File: src/udmac_cfg.svh
// register offsets, field positions, reset values and fixed counts of the dma channel
// assumes inclusion by the channel module and by the port checker
`ifndef UDMAC_CFG_SVH
`define UDMAC_CFG_SVH
`define UDMAC_OFS_NEXT 12'h310
`define UDMAC_OFS_ADDR 12'h314
`define UDMAC_OFS_CTRL 12'h318
`define UDMAC_OFS_STAT 12'h31C
`define UDMAC_CTL_EN 0
`define UDMAC_CTL_LDNXT 1
`define UDMAC_CTL_BCLOSE 2
`define UDMAC_CTL_DMAEND 3
`define UDMAC_CTL_EOTIE 4
`define UDMAC_CTL_EOBIE 5
`define UDMAC_CTL_DLIE 6
`define UDMAC_CTL_LOCK 7
`define UDMAC_LEN_LSB 16
`define UDMAC_ST_EN 0
`define UDMAC_ST_ACT 1
`define UDMAC_ST_EOT 4
`define UDMAC_ST_EOB 5
`define UDMAC_ST_DL 6
`define UDMAC_ST_CNT_LSB 16
`define UDMAC_FULL_LEN 17'h10000
`define UDMAC_WORD_BYTES 3'h4
`define UDMAC_DESC_LAST 2'h2
`define UDMAC_DESC_ALIGN 4'h0
`define UDMAC_RESET_WORD 32'h00000000
`endif

File: src/udmac_pkg.sv
// types shared by the usb device dma channel
// assumes udmac_cfg.svh on the include path
package udmac_pkg;
	typedef enum logic [4:0] {
		ST_IDLE = 5'h01,
		ST_DESC = 5'h02,
		ST_FILL = 5'h04,
		ST_MEM = 5'h08,
		ST_SEND = 5'h10
	} udmac_state_e;
	typedef struct packed {
		logic [15:0] len;
		logic lock;
		logic dlie;
		logic eobie;
		logic eotie;
		logic dmaend;
		logic bclose;
		logic ldnxt;
		logic en;
	} udmac_ctl_s;
endpackage

File: src/udmac_channel.sv
// one usb device dma channel: apb registers, descriptor fetch, byte-aligned word mover
// assumes a same-clock system bus port and a byte-wide endpoint bank port
//
// Operation
// RULE1: next pointer holds descriptor address bits 31:4
// RULE2: bus address output is word aligned
// RULE3: buffers start and end on any byte
// RULE4: software writes address only while disabled
// RULE5: address advances by access bytes at completion
// RULE6: accesses carry four bytes except edges
// RULE7: start from write or descriptor, end configurable
// RULE8: zero byte length means 64kB transfer
// RULE9: unknown size: software programs zero length
// RULE10: length changes ignored while channel enabled
// RULE11: burst lock control drives bus lock
// RULE12: descriptor loaded interrupt when enabled
// RULE13: end of buffer interrupt at count zero
// RULE14: end of transfer irq needs close enable
// RULE15: end of buffer completes usb transfer
// RULE16: short out packet closes transfer
// RULE17: load next descriptor after transfer end
// RULE18: two control bits select four commands
// RULE19: disabled plus load skips to next descriptor
// RULE20: enable write sets enabled status
// RULE21: disable drains fifo before clearing status
// RULE22: end of buffer clears enable control
// RULE23: remaining count decrements per access
// RULE24: status flags clear on status read
// RULE25: enabled status timing and clearing
// RULE26: interrupt is or of enabled flags
`include "udmac_cfg.svh"
`timescale 1ns/1ps
`default_nettype none
module udmac_channel (
	input wire logic ref_clk_i,
	input wire logic sys_rst_i,
	input wire logic psel_i,
	input wire logic penable_i,
	input wire logic pwrite_i,
	input wire logic [11:0] paddr_i,
	input wire logic [31:0] pwdata_i,
	output logic [31:0] prdata_o,
	output logic pready_o,
	output logic pslverr_o,
	output logic mem_req_o,
	output logic mem_we_o,
	output logic [31:0] mem_addr_o,
	output logic [3:0] mem_be_o,
	output logic [31:0] mem_wdata_o,
	output logic mem_lock_o,
	input wire logic mem_ack_i,
	input wire logic [31:0] mem_rdata_i,
	input wire logic ep_dir_in_i,
	input wire logic ep_req_i,
	input wire logic ep_short_end_i,
	input wire logic ep_rx_valid_i,
	input wire logic [7:0] ep_rx_data_i,
	output logic ep_rx_ready_o,
	output logic ep_tx_valid_o,
	output logic [7:0] ep_tx_data_o,
	input wire logic ep_tx_ready_i,
	output logic ep_end_o,
	output logic irq_o
);

////////////////////////////////////////////////////////////////////////////////
udmac_pkg::udmac_state_e state_q, state_d;
udmac_pkg::udmac_ctl_s ctl_q, ctl_d;
logic [27:0] next_q, next_d;
logic [31:0] addr_q, addr_d;
logic [16:0] cnt_q, cnt_d;
logic stat_en_q, stat_en_d;
logic f_dl_q, f_dl_d, f_eob_q, f_eob_d, f_eot_q, f_eot_d;
logic [31:0] buf_q, buf_d;
logic [2:0] fill_q, fill_d, acc_q, acc_d;
logic [1:0] lane_q, lane_d, idx_q, idx_d;
logic close_q, close_d;
logic req_q, req_d, we_q, we_d, lock_q, lock_d;
logic [31:0] maddr_q, maddr_d, wdata_q, wdata_d, prdata_q, prdata_d;
logic [3:0] be_q, be_d;
logic rxr_q, rxr_d, txv_q, txv_d, end_q, end_d, irq_q, irq_d;
logic [7:0] txd_q, txd_d;
logic pready_q, pready_d, pslverr_q, pslverr_d;
logic setup, acc_wr, acc_rd, hit, active, desc_go, end_buf, end_eot;
logic [2:0] avail, n;
logic [1:0] bi;
logic [31:0] stat_word;

function automatic logic [3:0] lane_mask(input logic [1:0] lane, input logic [2:0] cnt);
	logic [3:0] m;
	m = 4'h0;
	for (int i = 0; i < 4; i++) begin
		m[i] = (3'(i) >= {1'b0, lane}) && (3'(i) < ({1'b0, lane} + cnt));
	end
	return m;
endfunction

function automatic logic [16:0] len_to_cnt(input logic [15:0] len);
	return (len == 16'h0000) ? `UDMAC_FULL_LEN : {1'b0, len}; // [RULE8]
endfunction

////////////////////////////////////////////////////////////////////////////////
always_comb begin
	state_d = state_q;
	ctl_d = ctl_q;
	next_d = next_q;
	addr_d = addr_q;
	cnt_d = cnt_q;
	stat_en_d = stat_en_q;
	buf_d = buf_q;
	fill_d = fill_q;
	acc_d = acc_q;
	lane_d = lane_q;
	idx_d = idx_q;
	close_d = close_q;
	req_d = req_q;
	we_d = we_q;
	maddr_d = maddr_q;
	wdata_d = wdata_q;
	be_d = be_q;
	txv_d = txv_q;
	txd_d = txd_q;
	end_d = 1'b0;
	desc_go = 1'b0;
	end_buf = 1'b0;
	end_eot = 1'b0;
	setup = psel_i && !penable_i;
	acc_wr = psel_i && penable_i && pready_q && pwrite_i;
	acc_rd = psel_i && penable_i && pready_q && !pwrite_i;
	hit = (paddr_i == `UDMAC_OFS_NEXT) || (paddr_i == `UDMAC_OFS_ADDR) ||
		(paddr_i == `UDMAC_OFS_CTRL) || (paddr_i == `UDMAC_OFS_STAT);
	active = (state_q == udmac_pkg::ST_FILL) || (state_q == udmac_pkg::ST_MEM) ||
		(state_q == udmac_pkg::ST_SEND);
	avail = `UDMAC_WORD_BYTES - {1'b0, addr_q[1:0]};
	n = (cnt_q < {14'h0000, avail}) ? cnt_q[2:0] : avail; // [RULE6]
	bi = 2'(addr_q[1:0] + fill_q[1:0]);
	// status flags: a read clears, a same-cycle event below still sets
	f_dl_d = f_dl_q && !(acc_rd && paddr_i == `UDMAC_OFS_STAT); // [RULE24]
	f_eob_d = f_eob_q && !(acc_rd && paddr_i == `UDMAC_OFS_STAT); // [RULE24]
	f_eot_d = f_eot_q && !(acc_rd && paddr_i == `UDMAC_OFS_STAT); // [RULE24]
	stat_word = `UDMAC_RESET_WORD;
	stat_word[`UDMAC_ST_CNT_LSB +: 16] = cnt_q[15:0];
	stat_word[`UDMAC_ST_DL] = f_dl_q;
	stat_word[`UDMAC_ST_EOB] = f_eob_q;
	stat_word[`UDMAC_ST_EOT] = f_eot_q;
	stat_word[`UDMAC_ST_ACT] = active;
	stat_word[`UDMAC_ST_EN] = stat_en_q;

	case (state_q)
		udmac_pkg::ST_IDLE: begin
			if (stat_en_q && !ctl_q.en) begin
				stat_en_d = 1'b0; // [RULE18] [RULE21]
			end else if (stat_en_q && ctl_q.en && ep_req_i && cnt_q != 17'h00000) begin
				// [RULE20] pending request starts or resumes the transfer
				if (ep_dir_in_i) begin
					state_d = udmac_pkg::ST_MEM;
					req_d = 1'b1;
					we_d = 1'b0;
					maddr_d = {addr_q[31:2], 2'b00}; // [RULE2]
					be_d = lane_mask(addr_q[1:0], n);
					acc_d = n;
					lane_d = addr_q[1:0];
				end else begin
					state_d = udmac_pkg::ST_FILL;
					fill_d = 3'h0;
					close_d = 1'b0;
				end
			end else if (!stat_en_q && ctl_q.ldnxt && ep_req_i) begin
				desc_go = 1'b1; // [RULE19] [RULE18]
			end
		end
		udmac_pkg::ST_DESC: begin
			if (mem_ack_i) begin
				case (idx_q)
					2'h0: next_d = mem_rdata_i[31:4]; // [RULE1]
					2'h1: addr_d = mem_rdata_i; // [RULE7]
					default: begin
						ctl_d.en = mem_rdata_i[`UDMAC_CTL_EN];
						ctl_d.ldnxt = mem_rdata_i[`UDMAC_CTL_LDNXT];
						ctl_d.bclose = mem_rdata_i[`UDMAC_CTL_BCLOSE];
						ctl_d.dmaend = mem_rdata_i[`UDMAC_CTL_DMAEND];
						ctl_d.eotie = mem_rdata_i[`UDMAC_CTL_EOTIE];
						ctl_d.eobie = mem_rdata_i[`UDMAC_CTL_EOBIE];
						ctl_d.dlie = mem_rdata_i[`UDMAC_CTL_DLIE];
						ctl_d.lock = mem_rdata_i[`UDMAC_CTL_LOCK];
						if (!stat_en_q) begin
							ctl_d.len = mem_rdata_i[`UDMAC_LEN_LSB +: 16]; // [RULE10]
							cnt_d = len_to_cnt(mem_rdata_i[`UDMAC_LEN_LSB +: 16]);
						end
					end
				endcase
				if (idx_q == `UDMAC_DESC_LAST) begin
					req_d = 1'b0;
					f_dl_d = 1'b1; // [RULE12] [RULE24]
					stat_en_d = 1'b1; // [RULE25]
					state_d = udmac_pkg::ST_IDLE;
				end else begin
					idx_d = 2'(idx_q + 2'h1);
					maddr_d = {next_q, `UDMAC_DESC_ALIGN} + {28'h0000000, idx_d, 2'b00};
				end
			end
		end
		udmac_pkg::ST_FILL: begin
			// out direction: bytes gather into the word buffer at their lanes
			if (ep_rx_valid_i && rxr_q) begin
				buf_d[{bi, 3'b000} +: 8] = ep_rx_data_i; // [RULE3]
				fill_d = 3'(fill_q + 3'h1);
				if (fill_d == n) begin
					state_d = udmac_pkg::ST_MEM;
				end
			end else if (ep_short_end_i && ctl_q.bclose) begin
				close_d = 1'b1; // [RULE16]
				if (fill_q != 3'h0) begin
					state_d = udmac_pkg::ST_MEM;
				end else begin
					end_eot = 1'b1;
				end
			end else if (!ctl_q.en) begin
				// partial word still goes out before the status drops
				if (fill_q != 3'h0) begin
					state_d = udmac_pkg::ST_MEM; // [RULE21]
				end else begin
					stat_en_d = 1'b0;
					state_d = udmac_pkg::ST_IDLE;
				end
			end
			if (state_d == udmac_pkg::ST_MEM) begin
				req_d = 1'b1;
				we_d = 1'b1;
				maddr_d = {addr_q[31:2], 2'b00}; // [RULE2]
				be_d = lane_mask(addr_q[1:0], fill_d);
				wdata_d = buf_d;
				acc_d = fill_d;
			end
		end
		udmac_pkg::ST_MEM: begin
			if (mem_ack_i) begin
				req_d = 1'b0;
				addr_d = addr_q + {29'h00000000, acc_q}; // [RULE5]
				cnt_d = cnt_q - {14'h0000, acc_q}; // [RULE23]
				if (!we_q) begin
					buf_d = mem_rdata_i;
					fill_d = 3'h0;
					txv_d = 1'b1;
					txd_d = mem_rdata_i[{lane_q, 3'b000} +: 8];
					state_d = udmac_pkg::ST_SEND;
				end else if (cnt_d == 17'h00000) begin
					end_buf = 1'b1;
				end else if (close_q) begin
					end_eot = 1'b1;
				end else begin
					if (!ctl_q.en) begin
						stat_en_d = 1'b0; // [RULE21]
					end
					state_d = udmac_pkg::ST_IDLE;
				end
			end
		end
		udmac_pkg::ST_SEND: begin
			if (txv_q && ep_tx_ready_i) begin
				fill_d = 3'(fill_q + 3'h1);
				txd_d = buf_q[{2'(lane_q + fill_d[1:0]), 3'b000} +: 8];
				if (fill_d == acc_q) begin
					txv_d = 1'b0;
					if (cnt_q == 17'h00000) begin
						end_buf = 1'b1;
					end else begin
						state_d = udmac_pkg::ST_IDLE;
					end
				end
			end
		end
		default: begin
			state_d = udmac_pkg::ST_IDLE;
		end
	endcase

	if (end_buf) begin
		f_eob_d = 1'b1; // [RULE13] [RULE24]
		stat_en_d = 1'b0; // [RULE25]
		ctl_d.en = 1'b0; // [RULE22]
		end_d = ctl_q.dmaend; // [RULE15]
	end
	if (end_eot) begin
		f_eot_d = 1'b1; // [RULE14] [RULE24]
		stat_en_d = 1'b0; // [RULE25]
	end
	if (end_buf || end_eot) begin
		state_d = udmac_pkg::ST_IDLE;
		desc_go = ctl_q.ldnxt; // [RULE17] [RULE18]
	end
	if (desc_go) begin
		state_d = udmac_pkg::ST_DESC;
		idx_d = 2'h0;
		req_d = 1'b1;
		we_d = 1'b0;
		be_d = lane_mask(2'h0, `UDMAC_WORD_BYTES);
		maddr_d = {next_q, `UDMAC_DESC_ALIGN}; // [RULE1]
	end

	// software writes come last so they win over the engine
	pready_d = setup;
	pslverr_d = setup && !hit;
	prdata_d = prdata_q;
	if (setup) begin
		case (paddr_i)
			`UDMAC_OFS_NEXT: prdata_d = {next_q, 4'h0};
			`UDMAC_OFS_ADDR: prdata_d = addr_q;
			`UDMAC_OFS_CTRL: prdata_d = {ctl_q.len, 8'h00, ctl_q.lock, ctl_q.dlie, ctl_q.eobie,
				ctl_q.eotie, ctl_q.dmaend, ctl_q.bclose, ctl_q.ldnxt, ctl_q.en};
			`UDMAC_OFS_STAT: prdata_d = stat_word;
			default: prdata_d = `UDMAC_RESET_WORD;
		endcase
	end
	if (acc_wr) begin
		case (paddr_i)
			`UDMAC_OFS_NEXT: next_d = pwdata_i[31:4]; // [RULE1]
			`UDMAC_OFS_ADDR: begin
				if (!stat_en_q) begin
					addr_d = pwdata_i; // [RULE4] [RULE7]
				end
			end
			`UDMAC_OFS_CTRL: begin
				ctl_d.en = pwdata_i[`UDMAC_CTL_EN];
				ctl_d.ldnxt = pwdata_i[`UDMAC_CTL_LDNXT];
				ctl_d.bclose = pwdata_i[`UDMAC_CTL_BCLOSE];
				ctl_d.dmaend = pwdata_i[`UDMAC_CTL_DMAEND];
				ctl_d.eotie = pwdata_i[`UDMAC_CTL_EOTIE];
				ctl_d.eobie = pwdata_i[`UDMAC_CTL_EOBIE];
				ctl_d.dlie = pwdata_i[`UDMAC_CTL_DLIE];
				ctl_d.lock = pwdata_i[`UDMAC_CTL_LOCK];
				if (!stat_en_q) begin
					ctl_d.len = pwdata_i[`UDMAC_LEN_LSB +: 16]; // [RULE10]
					cnt_d = len_to_cnt(pwdata_i[`UDMAC_LEN_LSB +: 16]);
				end
				if (pwdata_i[`UDMAC_CTL_EN]) begin
					stat_en_d = 1'b1; // [RULE20] [RULE25]
				end
			end
			default: begin
			end
		endcase
	end

	rxr_d = (state_d == udmac_pkg::ST_FILL) && !ep_dir_in_i && (fill_d != n);
	// lock only spans data moves, never descriptor fetches
	lock_d = ctl_d.lock && ((state_d == udmac_pkg::ST_FILL) ||
		(state_d == udmac_pkg::ST_MEM) || (state_d == udmac_pkg::ST_SEND)); // [RULE11]
	irq_d = (f_dl_d && ctl_d.dlie) || (f_eob_d && ctl_d.eobie) ||
		(f_eot_d && ctl_d.eotie && ctl_d.bclose); // [RULE26] [RULE12] [RULE13] [RULE14]
end

////////////////////////////////////////////////////////////////////////////////
always_ff @(posedge ref_clk_i or posedge sys_rst_i) begin
	if (sys_rst_i) begin
		state_q <= udmac_pkg::ST_IDLE;
		ctl_q <= '0;
		next_q <= 28'h0000000;
		addr_q <= `UDMAC_RESET_WORD;
		cnt_q <= `UDMAC_FULL_LEN;
		stat_en_q <= 1'b0;
		f_dl_q <= 1'b0;
		f_eob_q <= 1'b0;
		f_eot_q <= 1'b0;
		buf_q <= `UDMAC_RESET_WORD;
		fill_q <= 3'h0;
		acc_q <= 3'h0;
		lane_q <= 2'h0;
		idx_q <= 2'h0;
		close_q <= 1'b0;
		req_q <= 1'b0;
		we_q <= 1'b0;
		lock_q <= 1'b0;
		maddr_q <= `UDMAC_RESET_WORD;
		wdata_q <= `UDMAC_RESET_WORD;
		prdata_q <= `UDMAC_RESET_WORD;
		be_q <= 4'h0;
		rxr_q <= 1'b0;
		txv_q <= 1'b0;
		txd_q <= 8'h00;
		end_q <= 1'b0;
		irq_q <= 1'b0;
		pready_q <= 1'b0;
		pslverr_q <= 1'b0;
	end else begin
		state_q <= state_d;
		ctl_q <= ctl_d;
		next_q <= next_d;
		addr_q <= addr_d;
		cnt_q <= cnt_d;
		stat_en_q <= stat_en_d;
		f_dl_q <= f_dl_d;
		f_eob_q <= f_eob_d;
		f_eot_q <= f_eot_d;
		buf_q <= buf_d;
		fill_q <= fill_d;
		acc_q <= acc_d;
		lane_q <= lane_d;
		idx_q <= idx_d;
		close_q <= close_d;
		req_q <= req_d;
		we_q <= we_d;
		lock_q <= lock_d;
		maddr_q <= maddr_d;
		wdata_q <= wdata_d;
		prdata_q <= prdata_d;
		be_q <= be_d;
		rxr_q <= rxr_d;
		txv_q <= txv_d;
		txd_q <= txd_d;
		end_q <= end_d;
		irq_q <= irq_d;
		pready_q <= pready_d;
		pslverr_q <= pslverr_d;
	end
end

assign prdata_o = prdata_q;
assign pready_o = pready_q;
assign pslverr_o = pslverr_q;
assign mem_req_o = req_q;
assign mem_we_o = we_q;
assign mem_addr_o = maddr_q;
assign mem_be_o = be_q;
assign mem_wdata_o = wdata_q;
assign mem_lock_o = lock_q;
assign ep_rx_ready_o = rxr_q;
assign ep_tx_valid_o = txv_q;
assign ep_tx_data_o = txd_q;
assign ep_end_o = end_q;
assign irq_o = irq_q;

endmodule // udmac_channel
`default_nettype wire

File: config.mk
export PLATFORM = sky130hd
export DESIGN_NAME = udmac_channel
export DESIGN_NICKNAME = d
export VERILOG_FILES = /design/src/udmac_pkg.sv /design/src/udmac_channel.sv
export VERILOG_INCLUDE_DIRS = /design/src
export SDC_FILE = /design/constraint.sdc
export NUM_CORES = 1
export LEC_CHECK = 0
export ABC_AREA = 1
export BUFFER_PORTS_ARGS = -buffer_cell sky130_fd_sc_hd__buf_2
export CAP_MARGIN = 20
export CELL_PAD_IN_SITES_DETAIL_PLACEMENT = 1
export CELL_PAD_IN_SITES_GLOBAL_PLACEMENT = 1
export CORE_MARGIN = 5
export CORE_UTILIZATION = 46
export DETAILED_ROUTE_END_ITERATION = 10
export PLACE_DENSITY = 0.89
export SYNTH_ARGS = -nofsm -noshare
export SYNTH_HDL_FRONTEND = slang
export SYNTH_SLANG_ARGS = --single-unit
File: constraint.sdc
create_clock -name ref_clk_i -period 27.3 [get_ports ref_clk_i]
set_clock_uncertainty 0.05 [all_clocks]
set_input_delay 5.46 -clock ref_clk_i [delete_from_list [all_inputs] [get_ports ref_clk_i]]
set_output_delay 5.46 -clock ref_clk_i [all_outputs]
set_load 0.01 [all_outputs]
# Yosys cells after proc, flatten, opt, wreduce, memory -nomap -nowiden
# Cells that the tools add are included.
# totals
register_bits,270
out_inout_bits,117
elab_cells,343
# op_classes
n_bitwise,1
mux,164
magnitude_cmp,12
reduce_logical,76
shifts,4
addsub,11
n_eq_ne,38
# op_table
cell,count
$mux W32,16
$mux W17,9
$mux W28,5
$pmux W32 S2,2
$pmux W32 S4,1
$mux W24,5
$pmux W32 S3,1
$mux W5,19
$shiftx A32 B6 Y8,2
$mux W1,63
$eq A12 B10 Y1 const B,4
$mux W3,13
$logic_not A17 Y1,2
$pmux W17 S2,1
$add A32 B3 Y32,1
$add A32 B4 Y32,1
$bwmux W32,1
$logic_and A1 B1 Y1,32
$logic_not A16 Y1,2
$mux W16,2
$shift A8 B7 Y32 const A,1
$shiftx A8 B7 Y32,1
$mux W4,7
$pmux W5 S5,1
50 further kinds,114

# Longest topological paths before layout
# logic_depth
ltp_word,14
mapped_depth,23

# Worst setup path before layout
# Ideal clock, no wire load.
# synth_path
path_kind,input-to-reg
startpoint,in paddr_i[5]
endpoint,reg ctl_q[22] in the netlist's numbering
path_stages,9
path_slack_ns,20.006
path_buffers,1
arrival_ns,7.119
required_ns,27.125
cell_sequence,nor4_2 -> nand2_1 -> nor3_1 -> inv_1 -> nor2_1 -> nand2_1 -> nor2_1 -> clkbuf_1 -> mux2_2
# synth_rtl
item,line,text
"start, declared",udmac_channel.sv:40,"input wire logic [11:0] paddr_i,"
"end signal, assigned",udmac_channel.sv:387,ctl_q <= ctl_d;
"end, declared",udmac_channel.sv:68,"udmac_pkg::udmac_ctl_s ctl_q, ctl_d;"

# Worst setup path after layout
# layout_path
startpoint,in mem_ack_i
endpoint,"reg maddr_q[31], in the netlist mem_addr_o[31]"
# layout_between
elab_chain_len,6
word_cells_on_any_way,15
cone_classes,eq/ne: 6; mux: 6; reduce/logical: 3
# layout_lines
item,line,text
"start, declared",udmac_channel.sv:51,"input wire logic mem_ack_i,"
$mux W1,udmac_channel.sv:237,if (mem_ack_i) begin
$pmux W1 S2,udmac_channel.sv:149,case (state_q)
$logic_or A1 B1 Y1,udmac_channel.sv:288,if (end_buf || end_eot) begin
$mux W1,udmac_channel.sv:288,
$ne A3 B3 Y1 (no source line) (tied with other cells),--,
$reduce_and A7 Y1 (no source line),--,
"end signal, assigned",udmac_channel.sv:374,maddr_q <= `UDMAC_RESET_WORD;
"end signal, assigned",udmac_channel.sv:404,maddr_q <= maddr_d;
"end, declared",udmac_channel.sv:79,"logic [31:0] maddr_q, maddr_d, wdata_q, wdata_d, prdata_q, prdata_d;"
# Several ways; a longest one is shown, not always the timed one.
# A chain may end at the register's enable or synchronous reset.

==> summary.md <==
| Metric | Value |
|---|---|
| First-pass GRT wire length | 108000 µm |
| Hold depth | 2 |
| RSZ-0062 raised after global routing | no |
| Grt met1 use | 45.6% |
| Number of antenna diodes | 0 |
| Worst Path Arrival | 10.09 ns |
| Critical path fanouts, max | 70 |
| Top-count cell post-synth | nand2_1 |
| Clock tree buffer depth | 3 |
| Worst Path Required | 27.77 ns |
| Critical path buffer and inverter count | 4 |
| Crit path max-delay family | simple AND/OR/NAND/NOR gates |
| Area of the mapped netlist | 16500 µm² |
| DP Cell Count | 2808 |
| Detailed Routing Iterations Pass 1 | 5 |
| Initial Util | 46.5% |
| Setup TNS | 0 ns |
| Synth area leaders | dfrtp_1, nand2_1, o21ai_0 |
| Clk pin slew, worst setup/hold paths | 0.06 ns |
| Clock latency on the worst-skew pair | 0.58 ns |
| Port buffer count | 209 |
| Reg2reg path depth | 21 |
| HP Class | reg2reg |
| Synth top area share | 40.3% |
| Total CTS buffers | 31 |
| Max Clock Freq | 104 MHz |
| Wire per inst | 24.7 µm |
| GRT met3 Usage | 6.59% |
| Crit-path max cell delay | 0.73 ns |
| Final hold vios | 0 |
| Gate Count Post-Synth | 2232 |
| Antenna-violating nets left | 0 |
| # hold bufs at CTS | 0 |
| CTS tree | built |
| Vias | 17700 |
| 1st-iter DRT viols | 1713 |
| # fillers | 4613 |
| Number of flops mapped to enable cells by yosys | 0 |
| #FFs+latches synth | 268 |
| Cell accounting for the most synthesized area | dfrtp_1 |
| CP startpoint kind | input port |
| Gates resized, CTS repair | 0 |
| Vias in the first global route | 18300 |
| Critical Path Sink Type | flop |
| Setup repair bufs after CTS | 0 |
| Root Driver | clkbuf_16 |
| Gr ovfl total | 0 |
| Largest net degree at the start of global routing | 156 |
| Status | finished, final reports clean |
| Power Density | 101 nW/µm² |
| Most crowded layer after global routing | met2 |
| Tmin final | 9.62 ns |
| Synth warn | 0 |
| DRC | 0 |
| Count of final setup violators | 0 |
| Most frequent cell on the critical path | nand2_1 |
| CP max-delay cell | nand2_1 |
| Tcrit/Tclk final | 35.2% |
| Height of the chip | 200 µm |
| # nets final | 2508 |
| Total Routing Usage GR | 34.8% |
| VDD IR-drop max | 0.0753 mV |
| Critical path, cell by cell | buf_2 > clkinv_1 > nor2_2 > inv_1 > nor2_1 > nand3_1 > nand2_1 > nor2_4 > nand2_2 > nand2_4 > nand2_1 > buf_8 > nand2_1 > nand2_1 |
| Die area | 39800 µm² |
| Core area | 35600 µm² |
| Ys async rst share | 100% |
| Synth top cells by count | nand2_1, dfrtp_1, inv_1, o21ai_0, nor2_1 |
| Die width | 200 µm |
| H-tree Lvls | 1 |
| Row count | 69 |
| Max-slew violation count | 0 |
| Worst slew pin tran | 1.08 ns |
| Yosys cell types | 58 |
| Max-Cap Viols | 0 |
| HPWL Detailed | 51700 µm |
| Syn_area_per_cell | 7.41 µm² |
| Initial antenna violation count | 3 |
| Ports | 212 |
| Final std cells w/o fill | 2865 |
| Critical path class | in2reg |
| WL final | 70700 µm |
| Met2 Use GR | 56.1% |
| Layout cells sized above 1 | 14.4% |
| Area Growth Syn to Fin | 14.5% |
| Main synth FF type | dfrtp_1 |
| Slew headroom | 27.7% |
| LEAKAGE | 9.35 nW |
| Via-to-Cell Ratio | 6.19 |
| Sequential fraction of the synthesis area | 40.6% |
| GPL Wtd Cong | 0.989 |
| Critical path depth in cells | 14 |
| Clock sinks | 268 |
==> worst paths after layout <==
kind                       slack [ns]    startpoint              to
setup reg to reg                21.77      cnt_q[0]  mem_addr_o[31]
hold reg to reg                  0.43  prdata_o[10]    prdata_o[10]
setup / recovery                17.68     mem_ack_i  mem_addr_o[31]
max in group asynchronous       20.76     sys_rst_i  mem_wdata_o[9]
min in group asynchronous        5.00     sys_rst_i    prdata_o[24]
hold / removal                   0.43  prdata_o[10]    prdata_o[10]
==> power breakdown <==
part           switching [mW]  internal [mW]
clock                   0.180          0.258
combinational           0.565          0.272
sequential              0.126          0.517
total                   0.871           1.05
==> per-layer routing <==
metal	share of wire, %	up-vias	wire, µm
met5	0.018	-	13
met4	5.9	2	4190
met3	9.0	227	6390
met2	45	897	32000
met1	40	8748	28100
li1	-	7853	-
==> flip-flops by register name, indices dropped and copies added (netlist names), 17 cells and up <==
signal	cells
addr_q	32
buf_q	32
cnt_q	17
ctl_q	24
mem_addr_o	30
mem_wdata_o	32
next_q	28
prdata_o	32
==> cells by family (layout without fill, tap and decap cells) <==
kind of cell	count (synthesis)	in the layout	synth area share (%)
AND/OR/NAND/NOR	915	915	23.7
AO/OA/AOI/OAI	587	587	21.4
buffers and inverters	387	558	9.25
flip-flops	268	268	40.6
adder cells (fa/ha/maj)	30	30	2.45
XOR/XNOR	29	29	1.54
multiplexers	15	15	1.02
other	1	2	0.0227
==> layout make-up <==
class	instances	area [µm²]	share of cell area [%]
timing repair buffer	231	1240	6.57
clock inverter	16	200	1.06
multi-input combinational	1578	8320	43.9
clock buffer	38	852	4.50
sequential	268	6710	35.4
tap	461	577	3.05
inverter	273	1030	5.45
==> worst reg2reg max path: cells and delay by family, from the launching register on <==
family / cells / cell delay [ns]
simple gates: 15 / 3.46
fa+ha+maj: 2 / 0.63
buf+inv: 3 / 0.53
flops: 1 / 0.49
xor+xnor: 1 / 0.27
==> stage by stage <==
| stage | util, % | setup slack (ns) | cell area, µm² | hold slack (ns) | power (mW) |
|---|---|---|---|---|---|
| 6_report | 53.2 | 17.68 | 18900 | 0.426 | 1.92 |
| 5_1_grt | 53.2 | 17.43 | 18900 | 0.445 | 2.03 |
| 4_1_cts | 53.1 | 17.54 | 18900 | 0.431 | 1.90 |
| 3_5_place_dp | 50.1 | 17.04 | 17800 | 0.414 | 1.46 |
| 3_3_place_gp | 50.1 | 17.38 | 17800 | 0.410 | 1.42 |
| 2_1_floorplan | - | 14.41 | 16500 | 0.418 | 1.17 |
==> cell usage in the layout (no fill, tap or decap), types with 5 or more instances in the layout <==
cell type and count:
buf_2 209, nor3_1 33, o211ai_1 41, clkinv_2 6
buf_4 19, xor2_1 28, o21a_1 16, nor2_1 152
ha_1 26, a221oi_1 44, nor2_2 10, nand2_1 513
o22ai_1 66, nand3_1 138, clkinv_1 7, nand2_2 5
mux2_2 15, o21ai_1 8, a21oi_1 127, nand3_2 10
o21ai_0 209, a211oi_1 17, nor4_1 11, o221ai_1 7
clkbuf_16 31, nand4_1 25, a22o_1 6, a31oi_1 6
clkbuf_8 5, dfrtp_1 266, inv_2 7, a22oi_1 24
inv_1 258
Note: power is estimated with default switching activity, not from simulation.
